### config.mk
export PLATFORM = sky130hd
export DESIGN_NAME = bridge_dead_band_generator
export DESIGN_NICKNAME = d
export VERILOG_FILES = /design/src/rtl/dead_band_pkg.sv /design/src/rtl/bridge_dead_band_generator.sv /design/src/rtl/dead_time_counter.sv
export SDC_FILE = /design/constraint.sdc
export NUM_CORES = 1
export LEC_CHECK = 0
export ABC_AREA = 1
export BUFFER_PORTS_ARGS = -buffer_cell sky130_fd_sc_hd__buf_2
export CAP_MARGIN = 20
export CELL_PAD_IN_SITES_DETAIL_PLACEMENT = 0
export CELL_PAD_IN_SITES_GLOBAL_PLACEMENT = 1
export CORE_MARGIN = 4
export CORE_UTILIZATION = 39
export DETAILED_ROUTE_END_ITERATION = 12
export PLACE_DENSITY_LB_ADDON = 0.3
export SLEW_MARGIN = 20
export SYNTH_ARGS = -nofsm -noshare
export SYNTH_HDL_FRONTEND = slang
export SYNTH_HIERARCHICAL = 1
export SYNTH_SLANG_ARGS = --single-unit
### constraint.sdc
create_clock -name REF_CLK -period 2.2 [get_ports REF_CLK]
set_input_delay 0.22 -clock REF_CLK [delete_from_list [all_inputs] [get_ports REF_CLK]]
set_output_delay 0.22 -clock REF_CLK [all_outputs]
set_load 0.005 [all_outputs]
### src/rtl/dead_band_pkg.sv
/*
 Constants, register map and types for the bridge dead-band generator.
 Assumes a classic Wishbone slave with 32-bit data and byte addressing.
*/
package dead_band_pkg;

    localparam int DB_W = 6;
    localparam int ADDR_W = 4;

    // Register byte offsets
    localparam logic [ADDR_W-1:0] OFS_CONTROL = 4'h0;
    localparam logic [ADDR_W-1:0] OFS_RISE = 4'h4;
    localparam logic [ADDR_W-1:0] OFS_FALL = 4'h8;
    localparam logic [ADDR_W-1:0] OFS_STATUS = 4'hC;

    // Control field positions
    localparam int CTL_EN_BIT = 0;
    localparam int CTL_MODE_LSB = 1;
    localparam int CTL_CS_BIT = 4;
    localparam int CTL_POL_LSB = 8;
    localparam int CTL_OVR_EN_BIT = 12;
    localparam int CTL_OVR_LSB = 16;

    // Reset values
    localparam logic [2:0] MODE_RST = 3'h0;
    localparam logic [3:0] POL_RST = 4'hF;
    localparam logic [DB_W-1:0] DB_RST = 6'h00;

    // Operating modes; bit 0 of a full-bridge code is the direction
    localparam logic [2:0] MODE_STEER = 3'h0;
    localparam logic [2:0] MODE_HALF = 3'h4;
    localparam logic [2:0] MODE_FWD = 3'h2;
    localparam logic [2:0] MODE_REV = 3'h3;

    typedef enum logic [1:0] {
        DB_IDLE,
        DB_RUN,
        DB_DONE
    } db_state_t;

endpackage

### src/rtl/bridge_dead_band_generator.sv
/*
 Dead-band generator of the complementary waveform unit with Wishbone registers.
 Assumes the modulating input and the fast oscillator tick arrive asynchronously;
 SLEEP is a level from the power controller.
*/
`timescale 1ns/10ps
`default_nettype none
module bridge_dead_band_generator
    import dead_band_pkg::*;
(
    input wire logic REF_CLK,
    input wire logic RST,
    input wire logic [ADDR_W-1:0] ADR_I,
    input wire logic [31:0] DAT_I,
    input wire logic [3:0] SEL_I,
    input wire logic WE_I,
    input wire logic CYC_I,
    input wire logic STB_I,
    input wire logic MOD_IN,
    input wire logic FAST_OSC_TICK,
    input wire logic SLEEP,
    output logic [31:0] DAT_O,
    output logic ACK_O,
    output logic BRIDGE_OUTPUT_A,
    output logic BRIDGE_OUTPUT_B,
    output logic BRIDGE_OUTPUT_C,
    output logic BRIDGE_OUTPUT_D
);

    typedef struct packed {
        logic en;
        logic [2:0] mode;
        logic cs;
        logic [3:0] pol;
        logic ovr_en;
        logic [3:0] ovr;
        logic [DB_W-1:0] rise;
        logic [DB_W-1:0] fall;
        logic [2:0] in_sync;
        logic in_q;
        logic [2:0] osc_sync;
        logic dir;
        logic dir_pend;
        logic ac_dir;
        logic [3:0] act;
        logic [3:0] pin;
        logic [31:0] dat;
        logic ack;
    } top_state_t;

    top_state_t s_r;
    top_state_t s_nxt;

    logic in_rise;
    logic in_fall;
    logic tick;
    logic rise_start;
    logic fall_start;
    logic rise_done;
    logic fall_done;
    logic bus_req;

    function automatic logic [7:0] lane_merge(input logic [7:0] old_v, input logic [7:0] new_v,
                                              input logic en_v);
        lane_merge = en_v ? new_v : old_v;
    endfunction

    function automatic logic is_full(input logic [2:0] m);
        is_full = (m == MODE_FWD) || (m == MODE_REV);
    endfunction

    // ------------------------------------------------------------
    // Edge detect and dead-band clock
    // ------------------------------------------------------------
    assign in_rise = s_r.in_sync[2] && !s_r.in_q;
    assign in_fall = !s_r.in_sync[2] && s_r.in_q;
    assign tick = s_r.cs ? (s_r.osc_sync[2] != s_r.osc_sync[1]) : !SLEEP;
    assign bus_req = CYC_I && STB_I && !s_r.ack;

    // Half bridge: rising counter on input rise, falling counter on input fall
    // Full bridge: counters start only on the edge that applies a direction change
    always_comb begin
        rise_start = 1'b0;
        fall_start = 1'b0;
        if (s_r.mode == MODE_HALF) begin
            rise_start = in_rise;
            fall_start = in_fall;
        end else if (is_full(s_r.mode) && s_r.dir_pend && in_rise) begin
            rise_start = s_r.dir;
            fall_start = !s_r.dir;
        end
    end

    dead_time_counter rise_cnt (
        .clk(REF_CLK),
        .rst(RST),
        .start(rise_start),
        .tick(tick),
        .setting(s_r.rise),
        .expired(rise_done)
    );

    dead_time_counter fall_cnt (
        .clk(REF_CLK),
        .rst(RST),
        .start(fall_start),
        .tick(tick),
        .setting(s_r.fall),
        .expired(fall_done)
    );

    // ------------------------------------------------------------
    // Next state
    // ------------------------------------------------------------
    always_comb begin
        logic [31:0] ctl;
        logic [31:0] wdat;
        logic [3:0] lvl;
        ctl = 32'h0000_0000;
        wdat = 32'h0000_0000;
        lvl = 4'h0;
        s_nxt = s_r;

        s_nxt.in_sync = {s_r.in_sync[1:0], MOD_IN};
        s_nxt.in_q = s_r.in_sync[2];
        s_nxt.osc_sync = {s_r.osc_sync[1:0], FAST_OSC_TICK};

        // Register bus
        ctl[CTL_EN_BIT] = s_r.en;
        ctl[CTL_MODE_LSB +: 3] = s_r.mode;
        ctl[CTL_CS_BIT] = s_r.cs;
        ctl[CTL_POL_LSB +: 4] = s_r.pol;
        ctl[CTL_OVR_EN_BIT] = s_r.ovr_en;
        ctl[CTL_OVR_LSB +: 4] = s_r.ovr;
        s_nxt.ack = bus_req;
        if (bus_req) begin
            for (int i = 0; i < 4; i++) begin
                wdat[8*i +: 8] = lane_merge(ctl[8*i +: 8], DAT_I[8*i +: 8], SEL_I[i]);
            end
            case (ADR_I)
                OFS_CONTROL: s_nxt.dat = ctl;
                OFS_RISE: s_nxt.dat = {26'h0, s_r.rise};
                OFS_FALL: s_nxt.dat = {26'h0, s_r.fall};
                OFS_STATUS: s_nxt.dat = {24'h0, s_r.dir_pend, s_r.dir, s_r.act, rise_done, fall_done};
                default: s_nxt.dat = 32'h0000_0000;
            endcase
            if (WE_I) begin
                case (ADR_I)
                    OFS_CONTROL: begin
                        s_nxt.en = wdat[CTL_EN_BIT];
                        s_nxt.mode = wdat[CTL_MODE_LSB +: 3];
                        s_nxt.cs = wdat[CTL_CS_BIT];
                        s_nxt.pol = wdat[CTL_POL_LSB +: 4];
                        s_nxt.ovr_en = wdat[CTL_OVR_EN_BIT];
                        s_nxt.ovr = wdat[CTL_OVR_LSB +: 4];
                    end
                    OFS_RISE: if (SEL_I[0]) s_nxt.rise = DAT_I[DB_W-1:0];
                    OFS_FALL: if (SEL_I[0]) s_nxt.fall = DAT_I[DB_W-1:0];
                    default: s_nxt.dat = 32'h0000_0000;
                endcase
            end
        end

        // Direction tracking; a write while running only marks a pending change
        if (is_full(s_nxt.mode) && s_nxt.mode[0] != s_r.dir) begin
            s_nxt.dir = s_nxt.mode[0];
            s_nxt.dir_pend = 1'b1;
        end
        if (is_full(s_r.mode) && s_r.dir_pend && in_rise) begin
            s_nxt.dir_pend = 1'b0;
            s_nxt.ac_dir = s_r.dir;
        end

        // Active-level drive, before polarity
        if (!s_r.en) begin
            s_nxt.act = 4'h0;
        end else if (s_r.mode == MODE_HALF) begin
            // A normal, B inverted, each leading edge delayed
            s_nxt.act[0] = s_r.in_q && rise_done;
            s_nxt.act[1] = !s_r.in_q && fall_done;
            s_nxt.act[2] = s_nxt.act[0];
            s_nxt.act[3] = s_nxt.act[1];
        end else if (is_full(s_r.mode)) begin
            // Forward: A on, D modulated; reverse: C on, B modulated
            s_nxt.act[0] = !s_r.ac_dir;
            s_nxt.act[2] = s_r.ac_dir;
            s_nxt.act[3] = !s_r.ac_dir && !s_r.dir_pend && s_r.in_q && fall_done;
            s_nxt.act[1] = s_r.ac_dir && !s_r.dir_pend && s_r.in_q && rise_done;
            if (s_r.in_q && s_r.act[1] && !s_r.ac_dir) begin
                s_nxt.act[3] = 1'b0;
            end
            if (s_r.in_q && s_r.act[3] && s_r.ac_dir) begin
                s_nxt.act[1] = 1'b0;
            end
        end else begin
            s_nxt.act = {4{s_r.in_q}};
        end

        // Polarity, then override levels which polarity does not touch
        lvl = ~(s_nxt.act ^ s_r.pol);
        s_nxt.pin = s_r.ovr_en ? s_r.ovr : lvl;
    end

    always_ff @(posedge REF_CLK) begin
        if (RST) begin
            s_r <= '{en: 1'b0, mode: MODE_RST, cs: 1'b0, pol: POL_RST, ovr_en: 1'b0,
                     ovr: 4'h0, rise: DB_RST, fall: DB_RST, in_sync: 3'h0, in_q: 1'b0,
                     osc_sync: 3'h0, dir: 1'b0, dir_pend: 1'b0, ac_dir: 1'b0,
                     act: 4'h0, pin: 4'h0, dat: 32'h0000_0000, ack: 1'b0};
        end else begin
            s_r <= s_nxt;
        end
    end

    // ------------------------------------------------------------
    // Outputs
    // ------------------------------------------------------------
    assign DAT_O = s_r.dat;
    assign ACK_O = s_r.ack;
    assign BRIDGE_OUTPUT_A = s_r.pin[0];
    assign BRIDGE_OUTPUT_B = s_r.pin[1];
    assign BRIDGE_OUTPUT_C = s_r.pin[2];
    assign BRIDGE_OUTPUT_D = s_r.pin[3];

endmodule
`default_nettype wire

### src/rtl/dead_time_counter.sv
/*
 One 6-bit dead-time counter.
 Assumes tick is a one-cycle enable of the dead-band clock.
*/
`timescale 1ns/10ps
`default_nettype none
module dead_time_counter
    import dead_band_pkg::*;
(
    input wire logic clk,
    input wire logic rst,
    input wire logic start,
    input wire logic tick,
    input wire logic [DB_W-1:0] setting,
    output logic expired
);

    typedef struct packed {
        db_state_t st;
        logic [DB_W-1:0] cnt;
    } cnt_state_t;

    cnt_state_t s_r;
    cnt_state_t s_nxt;

    // ------------------------------------------------------------
    // Counting
    // ------------------------------------------------------------
    always_comb begin
        s_nxt = s_r;
        if (start) begin
            s_nxt.cnt = DB_RST;
            s_nxt.st = (setting == DB_RST) ? DB_DONE : DB_RUN;
        end else begin
            case (s_r.st)
                DB_RUN: begin
                    if (tick) begin
                        s_nxt.cnt = s_r.cnt + 6'h01;
                        if (s_r.cnt + 6'h01 >= setting) begin
                            s_nxt.st = DB_DONE;
                        end
                    end
                end
                DB_IDLE: s_nxt.st = DB_IDLE;
                DB_DONE: s_nxt.st = DB_DONE;
                default: s_nxt.st = DB_IDLE;
            endcase
        end
    end

    always_ff @(posedge clk) begin
        if (rst) begin
            s_r <= '{st: DB_DONE, cnt: DB_RST};
        end else begin
            s_r <= s_nxt;
        end
    end

    assign expired = (s_r.st == DB_DONE) && !start;

endmodule
`default_nettype wire
==> results of run 1 <==
[report_power, final]
part / total, mW / leakage [nW] / internal, mW / switching (mW)
sequential: 1.43 / 0.630 / 1.42 / 0.00766
combinational: 0.165 / 1.47 / 0.0562 / 0.109
clock: 1.41 / 0.130 / 0.869 / 0.540
[metrics by stage]
| stage | hold slack [ns] | utilization [%] |
|---|---|---|
| after floorplan | 0.289 | - |
| after global placement | 0.392 | 42.1 |
| after detailed placement | 0.393 | 42.1 |
| after CTS | 0.0453 | 44.7 |
| after global routing | 0.0587 | 44.7 |
| final | 0.0654 | 44.7 |
[Yosys cell counts, types with 2 or more instances]
library cell / count / area share, %
nor3_1: 3 / 0.37
o211ai_1: 5 / 0.92
o21bai_1: 2 / 0.37
xor2_1: 9 / 1.9
inv_2: 8 / 0.73
ha_1: 18 / 5.5
buf_4: 32 / 5.9
nand3_1: 28 / 3.4
o21ai_1: 2 / 0.24
a211oi_1: 4 / 0.73
nand2_1: 101 / 9.3
inv_1: 84 / 7.7
a22oi_1: 10 / 1.8
nor3_2: 3 / 0.73
nand3_2: 4 / 0.98
nand4_1: 4 / 0.61
nor2_2: 3 / 0.46
nand2_4: 2 / 0.55
a21oi_1: 30 / 3.7
nand3b_1: 3 / 0.55
o21ai_0: 36 / 4.4
o21a_1: 2 / 0.37
dfxtp_1: 78 / 38
nand2_2: 5 / 0.76
nor2_1: 74 / 6.8
clkbuf_1: 6 / 0.55
[area by class of cell]
class	instances	area [µm²]	share of cell area (%)
Clock buffer	10	128	2.78
Clock inverter	6	134	2.91
Inverter	93	350	7.62
Multi-Input combinational cell	369	1950	42.5
Sequential cell	78	1560	34.0
Tap cell	136	170	3.70
Timing Repair Buffer	57	300	6.53
[worst max-delay path: cells and delay by family, from the launching register on]
| kind | cells | cell delay (ns) |
|---|---|---|
| buffers and inverters | 1 | 0.04 |
| adders and majority gates | 2 | 0.49 |
| xor gates and xnor gates | 1 | 0.24 |
| DFF | 1 | 0.42 |
| AOI/OAI and AO/OA | 1 | 0.15 |
| and+or+nand+nor | 7 | 0.52 |
[metal layers]
metal | vias up | GRT usage [%] | share of wire, %
li1 | 1831 | - | -
met3 | 12 | 3.62 | 3.7
met1 | 1537 | 20.8 | 49
met5 | - | 0 | 0
met4 | 0 | 4.60 | 1.1
met2 | 55 | 25.3 | 46
[cell usage in the layout (no fill, tap or decap), drive strengths merged, types with 15 or more instances in the layout]
| cell type | n |
|---|---|
| dfxtp | 78 |
| conb | 15 |
| nand3 | 32 |
| nor2 | 79 |
| nand2 | 108 |
| o21ai | 39 |
| ha | 18 |
| a21oi | 30 |
| inv | 92 |
| buf | 57 |
[cells by family after synthesis]
family / share of synthesized area [%]
adder cells (fa/ha/maj): 5.50
other: 0.0916
buffers and inverters: 15.5
AO/OA/AOI/OAI: 13.0
XOR/XNOR: 1.93
flip-flops: 38.2
AND/OR/NAND/NOR: 25.9
[how the worst max path moves through the flow]
stage | slack, ns | endpoint | startpoint | depth (start not counted)
2_1_floorplan | 0.35 | BRIDGE_OUTPUT_D | s_r[75] | 13
3_3_place_gp | 0.26 | rise_cnt/s_r[7] | rise_cnt/s_r[0] | 12
3_5_place_dp | 0.24 | rise_cnt/s_r[7] | rise_cnt/s_r[0] | 12
4_1_cts | 0.22 | rise_cnt/s_r[7] | rise_cnt/s_r[0] | 12
5_1_grt | 0.03 | BRIDGE_OUTPUT_B | s_r[75] | 14
6_report | 0.24 | rise_cnt/s_r[7] | rise_cnt/s_r[0] | 12
[registers in the layout, indices dropped and copies added (netlist names)]
register and cells:
BRIDGE_OUTPUT_C 1, s_nxt 5, ACK_O 1, BRIDGE_OUTPUT_D 1
rise_cnt/s_r 8, BRIDGE_OUTPUT_B 1, DAT_O 17, BRIDGE_OUTPUT_A 1
fall_cnt/s_r 8, s_r 35
[timing repair]
| item | CTS | global route |
|---|---|---|
| resized for setup | 0 | 1 |
| hold endpoints to repair | 0 | 0 |
| setup endpoints to repair | 0 | 2 |
==> impl_metrics.py, run 1 <==
metrics = {
    "route": {
        "post_drt_via_cell_ratio": 4.59,
        "via_count": 3435,
        "routedWlPerCell_um": 12.4,
        "wirelength_um": 9320,
        "antenna_left": 0,
        "drc_errors": 0,
        "firstDrtPassIters": 4,
        "dr.first_iter.drc_count": 224,
    },
    "cells_and_area": {
        "finalInstanceArea_um2": 4600,
        "drive_gt1_share_pct": 16.8,
        "fin_cells": 749,
        "nFillCells": 1087,
        "final_nets": 674,
        "n_antenna_cell": 0,
        "area_growth_pct": 12.3,
    },
    "synthesis": {
        "netlist_instances": 567,
        "ys_seq_area_share_pct": 38.2,
        "async_flop_share_pct": 0,
        "ys_ff_latch": 78,
        "synth_warnings": 6,
        "synth_area_um2": 4090,
        "synth-main-ff-cell": "dfxtp_1",
        "ys_types": 37,
        "synth.avg_cell_area_um2": 7.22,
        "synth_edf_count": 0,
    },
    "job": {
        "maxCapViolCount": 0,
    },
    "timing": {
        "slew_headroom_pct": 53.1,
        "tightest_slew_ns": 0.703,
        "hold_viol_final": 0,
        "max_freq_mhz": 510,
        "period_share_pct": 89.2,
        "final.setup.tns_ns": 0,
        "rsz0062_at_grt": "false",
        "slew_viol_final": 0,
        "min_period_ns": 1.96,
        "fin_skew_ns": 0.0123,
        "setup_viol_count_final": 0,
        "worst_slack_ns": 0.238,
    },
    "setup_path": {
        "r2r-start": "rise_cnt/s_r[0]",
        "critPathKind": "flop to flop",
        "crit_top_cell": "nand2_1",
        "rrSetupSlack_ns": 0.24,
        "startpoint_type": "flop",
        "cp.arrival_ns": 2.20,
        "crit_chain": "ha_1, nand3_1, xor2_1, ha_1, nand2_1, inv_1, a21oi_1, nand2_1, nand2_1, nand2_1, nand2_1, nand3b_1",
        "cp-end-kind": "flop",
        "path_max_fanout": 4,
        "regToRegEndpoint": "rise_cnt/s_r[7]",
        "cpMaxStageDelayCell": "dfxtp_1",
        "critPathMaxStageDelay_ns": 0.42,
        "reg2reg_depth": 12,
        "required_ns": 2.44,
    },
    "floorplanning": {
        "top_level_ports": 85,
        "die_y_um": 110,
        "die_area_um2": 12200,
        "start_util_pct": 39.8,
        "core_um2": 10300,
        "std_cell_rows": 37,
        "die_x_um": 110,
    },
    "global_route": {
        "grt_pass1_vias": 3289,
        "gr-total-overflow": 0,
        "antenna_found_initial": 0,
        "grt.total_usage_pct": 15.6,
        "grt_first_pass_wirelength_um": 15900,
        "grt_max_degree": 33,
    },
    "clock_network": {
        "cts-buffers-inserted": 9,
        "clk_pin_slew_ns": 0.08,
        "holdBufCountCts": 0,
        "cts-root-buf": "clkbuf_8",
        "cts_sinks": 78,
        "post_cts_buffers": 0,
        "clockBufferDepth": 2,
        "clk-insertion-delay-late_ns": 0.36,
        "cts_tree": "built",
        "htree_levels": 3,
    },
    "status": {
        "status": "finished, final reports clean",
    },
    "placement": {
        "place_area_um2": 4330,
        "pre_cts_slack_ns": 0.239,
        "hpwl_um": 7170,
        "dp_cells": 733,
        "gp_congestion": 0.798,
        "io_buffers": 51,
    },
    "power_and_ir_drop": {
        "leakagePower_nw": 2.23,
        "total_power_mw": 3.00,
        "power_density_nw_per_um2": 654,
        "vdd_drop_max_v": 0.000423,
    },
    "worst_hold_path": {
        "min-delay-start": "FAST_OSC_TICK",
        "min_path_cells": 3,
        "hold_class": "input port to flop",
        "hold_end": "s_nxt[45]",
    },
}
(Power assumes the default switching activity.)
==> run 2: changes to the inputs <==
ABC_AREA = default   (was 1)
CORE_UTILIZATION = 42   (was 39)
==> run 2 against run 1 <==
Effect of this change: routed wire length decreased by 0.76%; clock power down 18%; final area increased by 2.7%; core utilization is 3.8 points higher; critical path type unchanged; critical endpoint is now BRIDGE_OUTPUT_B; largest power group unchanged.
==> impl_metrics.py, run 2 <==
metrics = {
    "status": {
        "status": "finished, final reports clean",
    },
    "setup_path": {
        "crit_buf_inv": 0,
        "startpoint_type": "flop",
        "required_ns": 2.46,
        "reg2reg_depth": 8,
        "critPathMaxStageDelay_ns": 0.35,
        "r2r-start": "s_r[74]",
        "regToRegEndpoint": "BRIDGE_OUTPUT_B",
        "rrSetupSlack_ns": 0.12,
        "cp-end-kind": "flop",
        "cpMaxStageDelayCell": "dfxtp_2",
        "crit_chain": "nor2b_1, and3_1, a22o_1, nor2b_2, nor4bb_2, a21oi_1, or2_2, o311ai_2",
        "critPathKind": "flop to flop",
        "path_max_fanout": 6,
        "crit_family": "simple AND/OR/NAND/NOR gates",
        "cp.arrival_ns": 2.34,
    },
    "synthesis": {
        "synth_common_cells": "dfxtp_1, nor2_1, buf_4",
        "yosysTopAreaCell": "dfxtp_1",
        "netlist_instances": 456,
        "synth_warnings": 6,
        "ys_seq_area_share_pct": 37.3,
        "synth_edf_count": 0,
        "synth_area_um2": 4190,
        "synth_top_area_share_pct": 37.3,
        "async_flop_share_pct": 0,
        "synthMostInstantiatedCell": "dfxtp_1",
        "synth-main-ff-cell": "dfxtp_1",
        "yosys-top-cells-area": "dfxtp_1, mux2i_1, buf_4, nor2_1, ha_1",
        "ys_types": 67,
        "ys_ff_latch": 78,
        "synth.avg_cell_area_um2": 9.18,
    },
    "timing": {
        "final.setup.tns_ns": 0,
        "hold_viol_final": 0,
        "min_period_ns": 2.08,
        "slew_viol_final": 0,
        "setup_viol_count_final": 0,
        "slew_headroom_pct": 57.8,
        "tightest_slew_ns": 0.628,
        "max_freq_mhz": 481,
        "fin_skew_ns": 0.00504,
        "worst_slack_ns": 0.121,
        "rsz0062_at_grt": "false",
        "period_share_pct": 94.5,
    },
    "power_and_ir_drop": {
        "p_sw_mw": 0.607,
        "p_int_mw": 2.16,
        "power_density_nw_per_um2": 586,
        "swShare_pct": 21.9,
        "p_clk_share_pct": 41.9,
        "combinationalPowerShare_pct": 6.5,
        "leakagePower_nw": 1.99,
        "total_power_mw": 2.77,
        "vdd_drop_max_v": 0.000329,
        "p_seq_share_pct": 51.6,
    },
    "global_route": {
        "grt.total_usage_pct": 16.8,
        "grt_first_pass_wirelength_um": 15600,
        "grt_max_degree": 26,
        "gr-total-overflow": 0,
        "grt_pass1_vias": 3154,
        "antenna_found_initial": 0,
    },
    "cells_and_area": {
        "final_nets": 563,
        "largest_reg_flops": 35,
        "drive_gt1_share_pct": 23.7,
        "final_common_cell": "dfxtp_1",
        "registers.top_by_ff_count": "s_r",
        "regArea_um2": 1570,
        "multiInputGateArea_um2": 2310,
        "n_antenna_cell": 0,
        "final_cell_mix": "dfxtp_1, nor2_1, buf_2",
        "area_growth_pct": 12.8,
        "nFillCells": 986,
    },
    "clock_network": {
        "cts-buffers-inserted": 9,
        "clockBufferDepth": 2,
        "cts_sinks": 78,
        "cts-root-buf": "clkbuf_8",
        "clk-insertion-delay-late_ns": 0.34,
        "clk_pin_slew_ns": 0.08,
        "cts_tree": "built",
        "holdBufCountCts": 0,
        "htree_levels": 3,
    },
    "route": {
        "routedWlPerCell_um": 14.6,
        "dr_wl_met2_um": 4260,
        "antenna_left": 0,
        "met3RoutedLength_um": 468,
        "firstDrtPassIters": 4,
        "drt-met1-wl_um": 4400,
        "via_count": 3242,
        "drc_errors": 0,
        "routed.top_layer": "met4",
        "dr.first_iter.drc_count": 200,
        "post_drt_via_cell_ratio": 5.11,
        "wirelength_um": 9250,
    },
    "placement": {
        "pre_cts_slack_ns": 0.0324,
        "hpwl_um": 7090,
        "io_buffers": 51,
        "gp_congestion": 0.851,
    },
    "job": {
        "maxCapViolCount": 0,
    },
    "floorplanning": {
        "start_util_pct": 43.0,
        "std_cell_rows": 36,
        "die_area_um2": 11600,
        "die_x_um": 108,
        "core_um2": 9730,
        "top_level_ports": 85,
        "die_y_um": 108,
    },
    "worst_hold_path": {
        "hold_class": "input port to flop",
        "min-delay-start": "DAT_I[9]",
        "min_path_cells": 2,
        "hold_end": "s_r[69]",
    },
}
==> run 2: cell types whose count changed after synthesis, moves of 15 or more <==
cell     delta
nand3_1    -15
o21ai_0    -30
nand2_1    -86
inv_1      -67
nor2b_1    +17
mux2i_1    +26
==> run 2: worst max path at each step <==
stage | cells after the start | end | startpoint | slack (ns)
floorplan | 7 | DAT_O[0] | s_r[74] | 0.005
global placement | 6 | DAT_O[0] | s_r[75] | 0.12
detailed placement | 7 | BRIDGE_OUTPUT_D | s_r[75] | 0.03
CTS | 7 | BRIDGE_OUTPUT_D | s_r[75] | 0.007
global route | 8 | rise_cnt/s_r[7] | rise_cnt/s_r[3] | 0.02
finish | 8 | BRIDGE_OUTPUT_B | s_r[74] | 0.12
==> run 2: metal layers <==
layer	global-route usage (%)	vias to the layer above
li1	-	1631
met1	22.9	1525
met2	26.7	77
met3	2.46	9
met4	6.58	0
met5	0	-
==> run 2: layout make-up <==
cell class              instances  area share [%]
flip-flops and latches         78            33.2
clock inverters                 4            1.48
inverters                      17            1.35
well taps                     133            3.53
clock buffers                  12            3.07
multi-input cells             321            49.0
repair buffers                 70            8.43
==> run 2: timing repair <==
action                                  CTS  global route
setup buffers                             0             1
gates resized for setup                   0             9
endpoints found under the setup margin    0             6
==> run 2: cell families after synthesis <==
logic type	after synthesis	share of synthesized area, %
DFF	78	37.3
xor gates and xnor gates	16	3.35
AOI/OAI and AO/OA	73	12.9
muxes	32	9.18
and+or+nand+nor	167	22.3
other	1	0.0896
adders and majority gates	18	5.38
buffers and inverters	71	9.48
==> run 2: power groups by stage <==
| stage | clock network (mW) | registers [mW] | logic (mW) |
|---|---|---|---|
| floorplan | 0 | 1.46 | 0.129 |
| global placement | 0 | 1.46 | 0.175 |
| detailed placement | 0 | 1.46 | 0.178 |
| CTS | 1.21 | 1.43 | 0.178 |
| global route | 1.26 | 1.43 | 0.201 |
| finish | 1.16 | 1.43 | 0.179 |
==> run 2: through the flow <==
| step | hold slack, ns | utilization (%) | area (µm²) | instances |
|---|---|---|---|---|
| finish | 0.0808 | 48.5 | 4720 | 635 |
| global route | 0.0732 | 48.5 | 4720 | 635 |
| CTS | 0.0580 | 48.1 | 4680 | 634 |
| detailed placement | 0.425 | 45.9 | 4460 | 618 |
| global placement | 0.418 | 45.9 | 4460 | 618 |
| floorplan | 0.338 | - | 4240 | 470 |
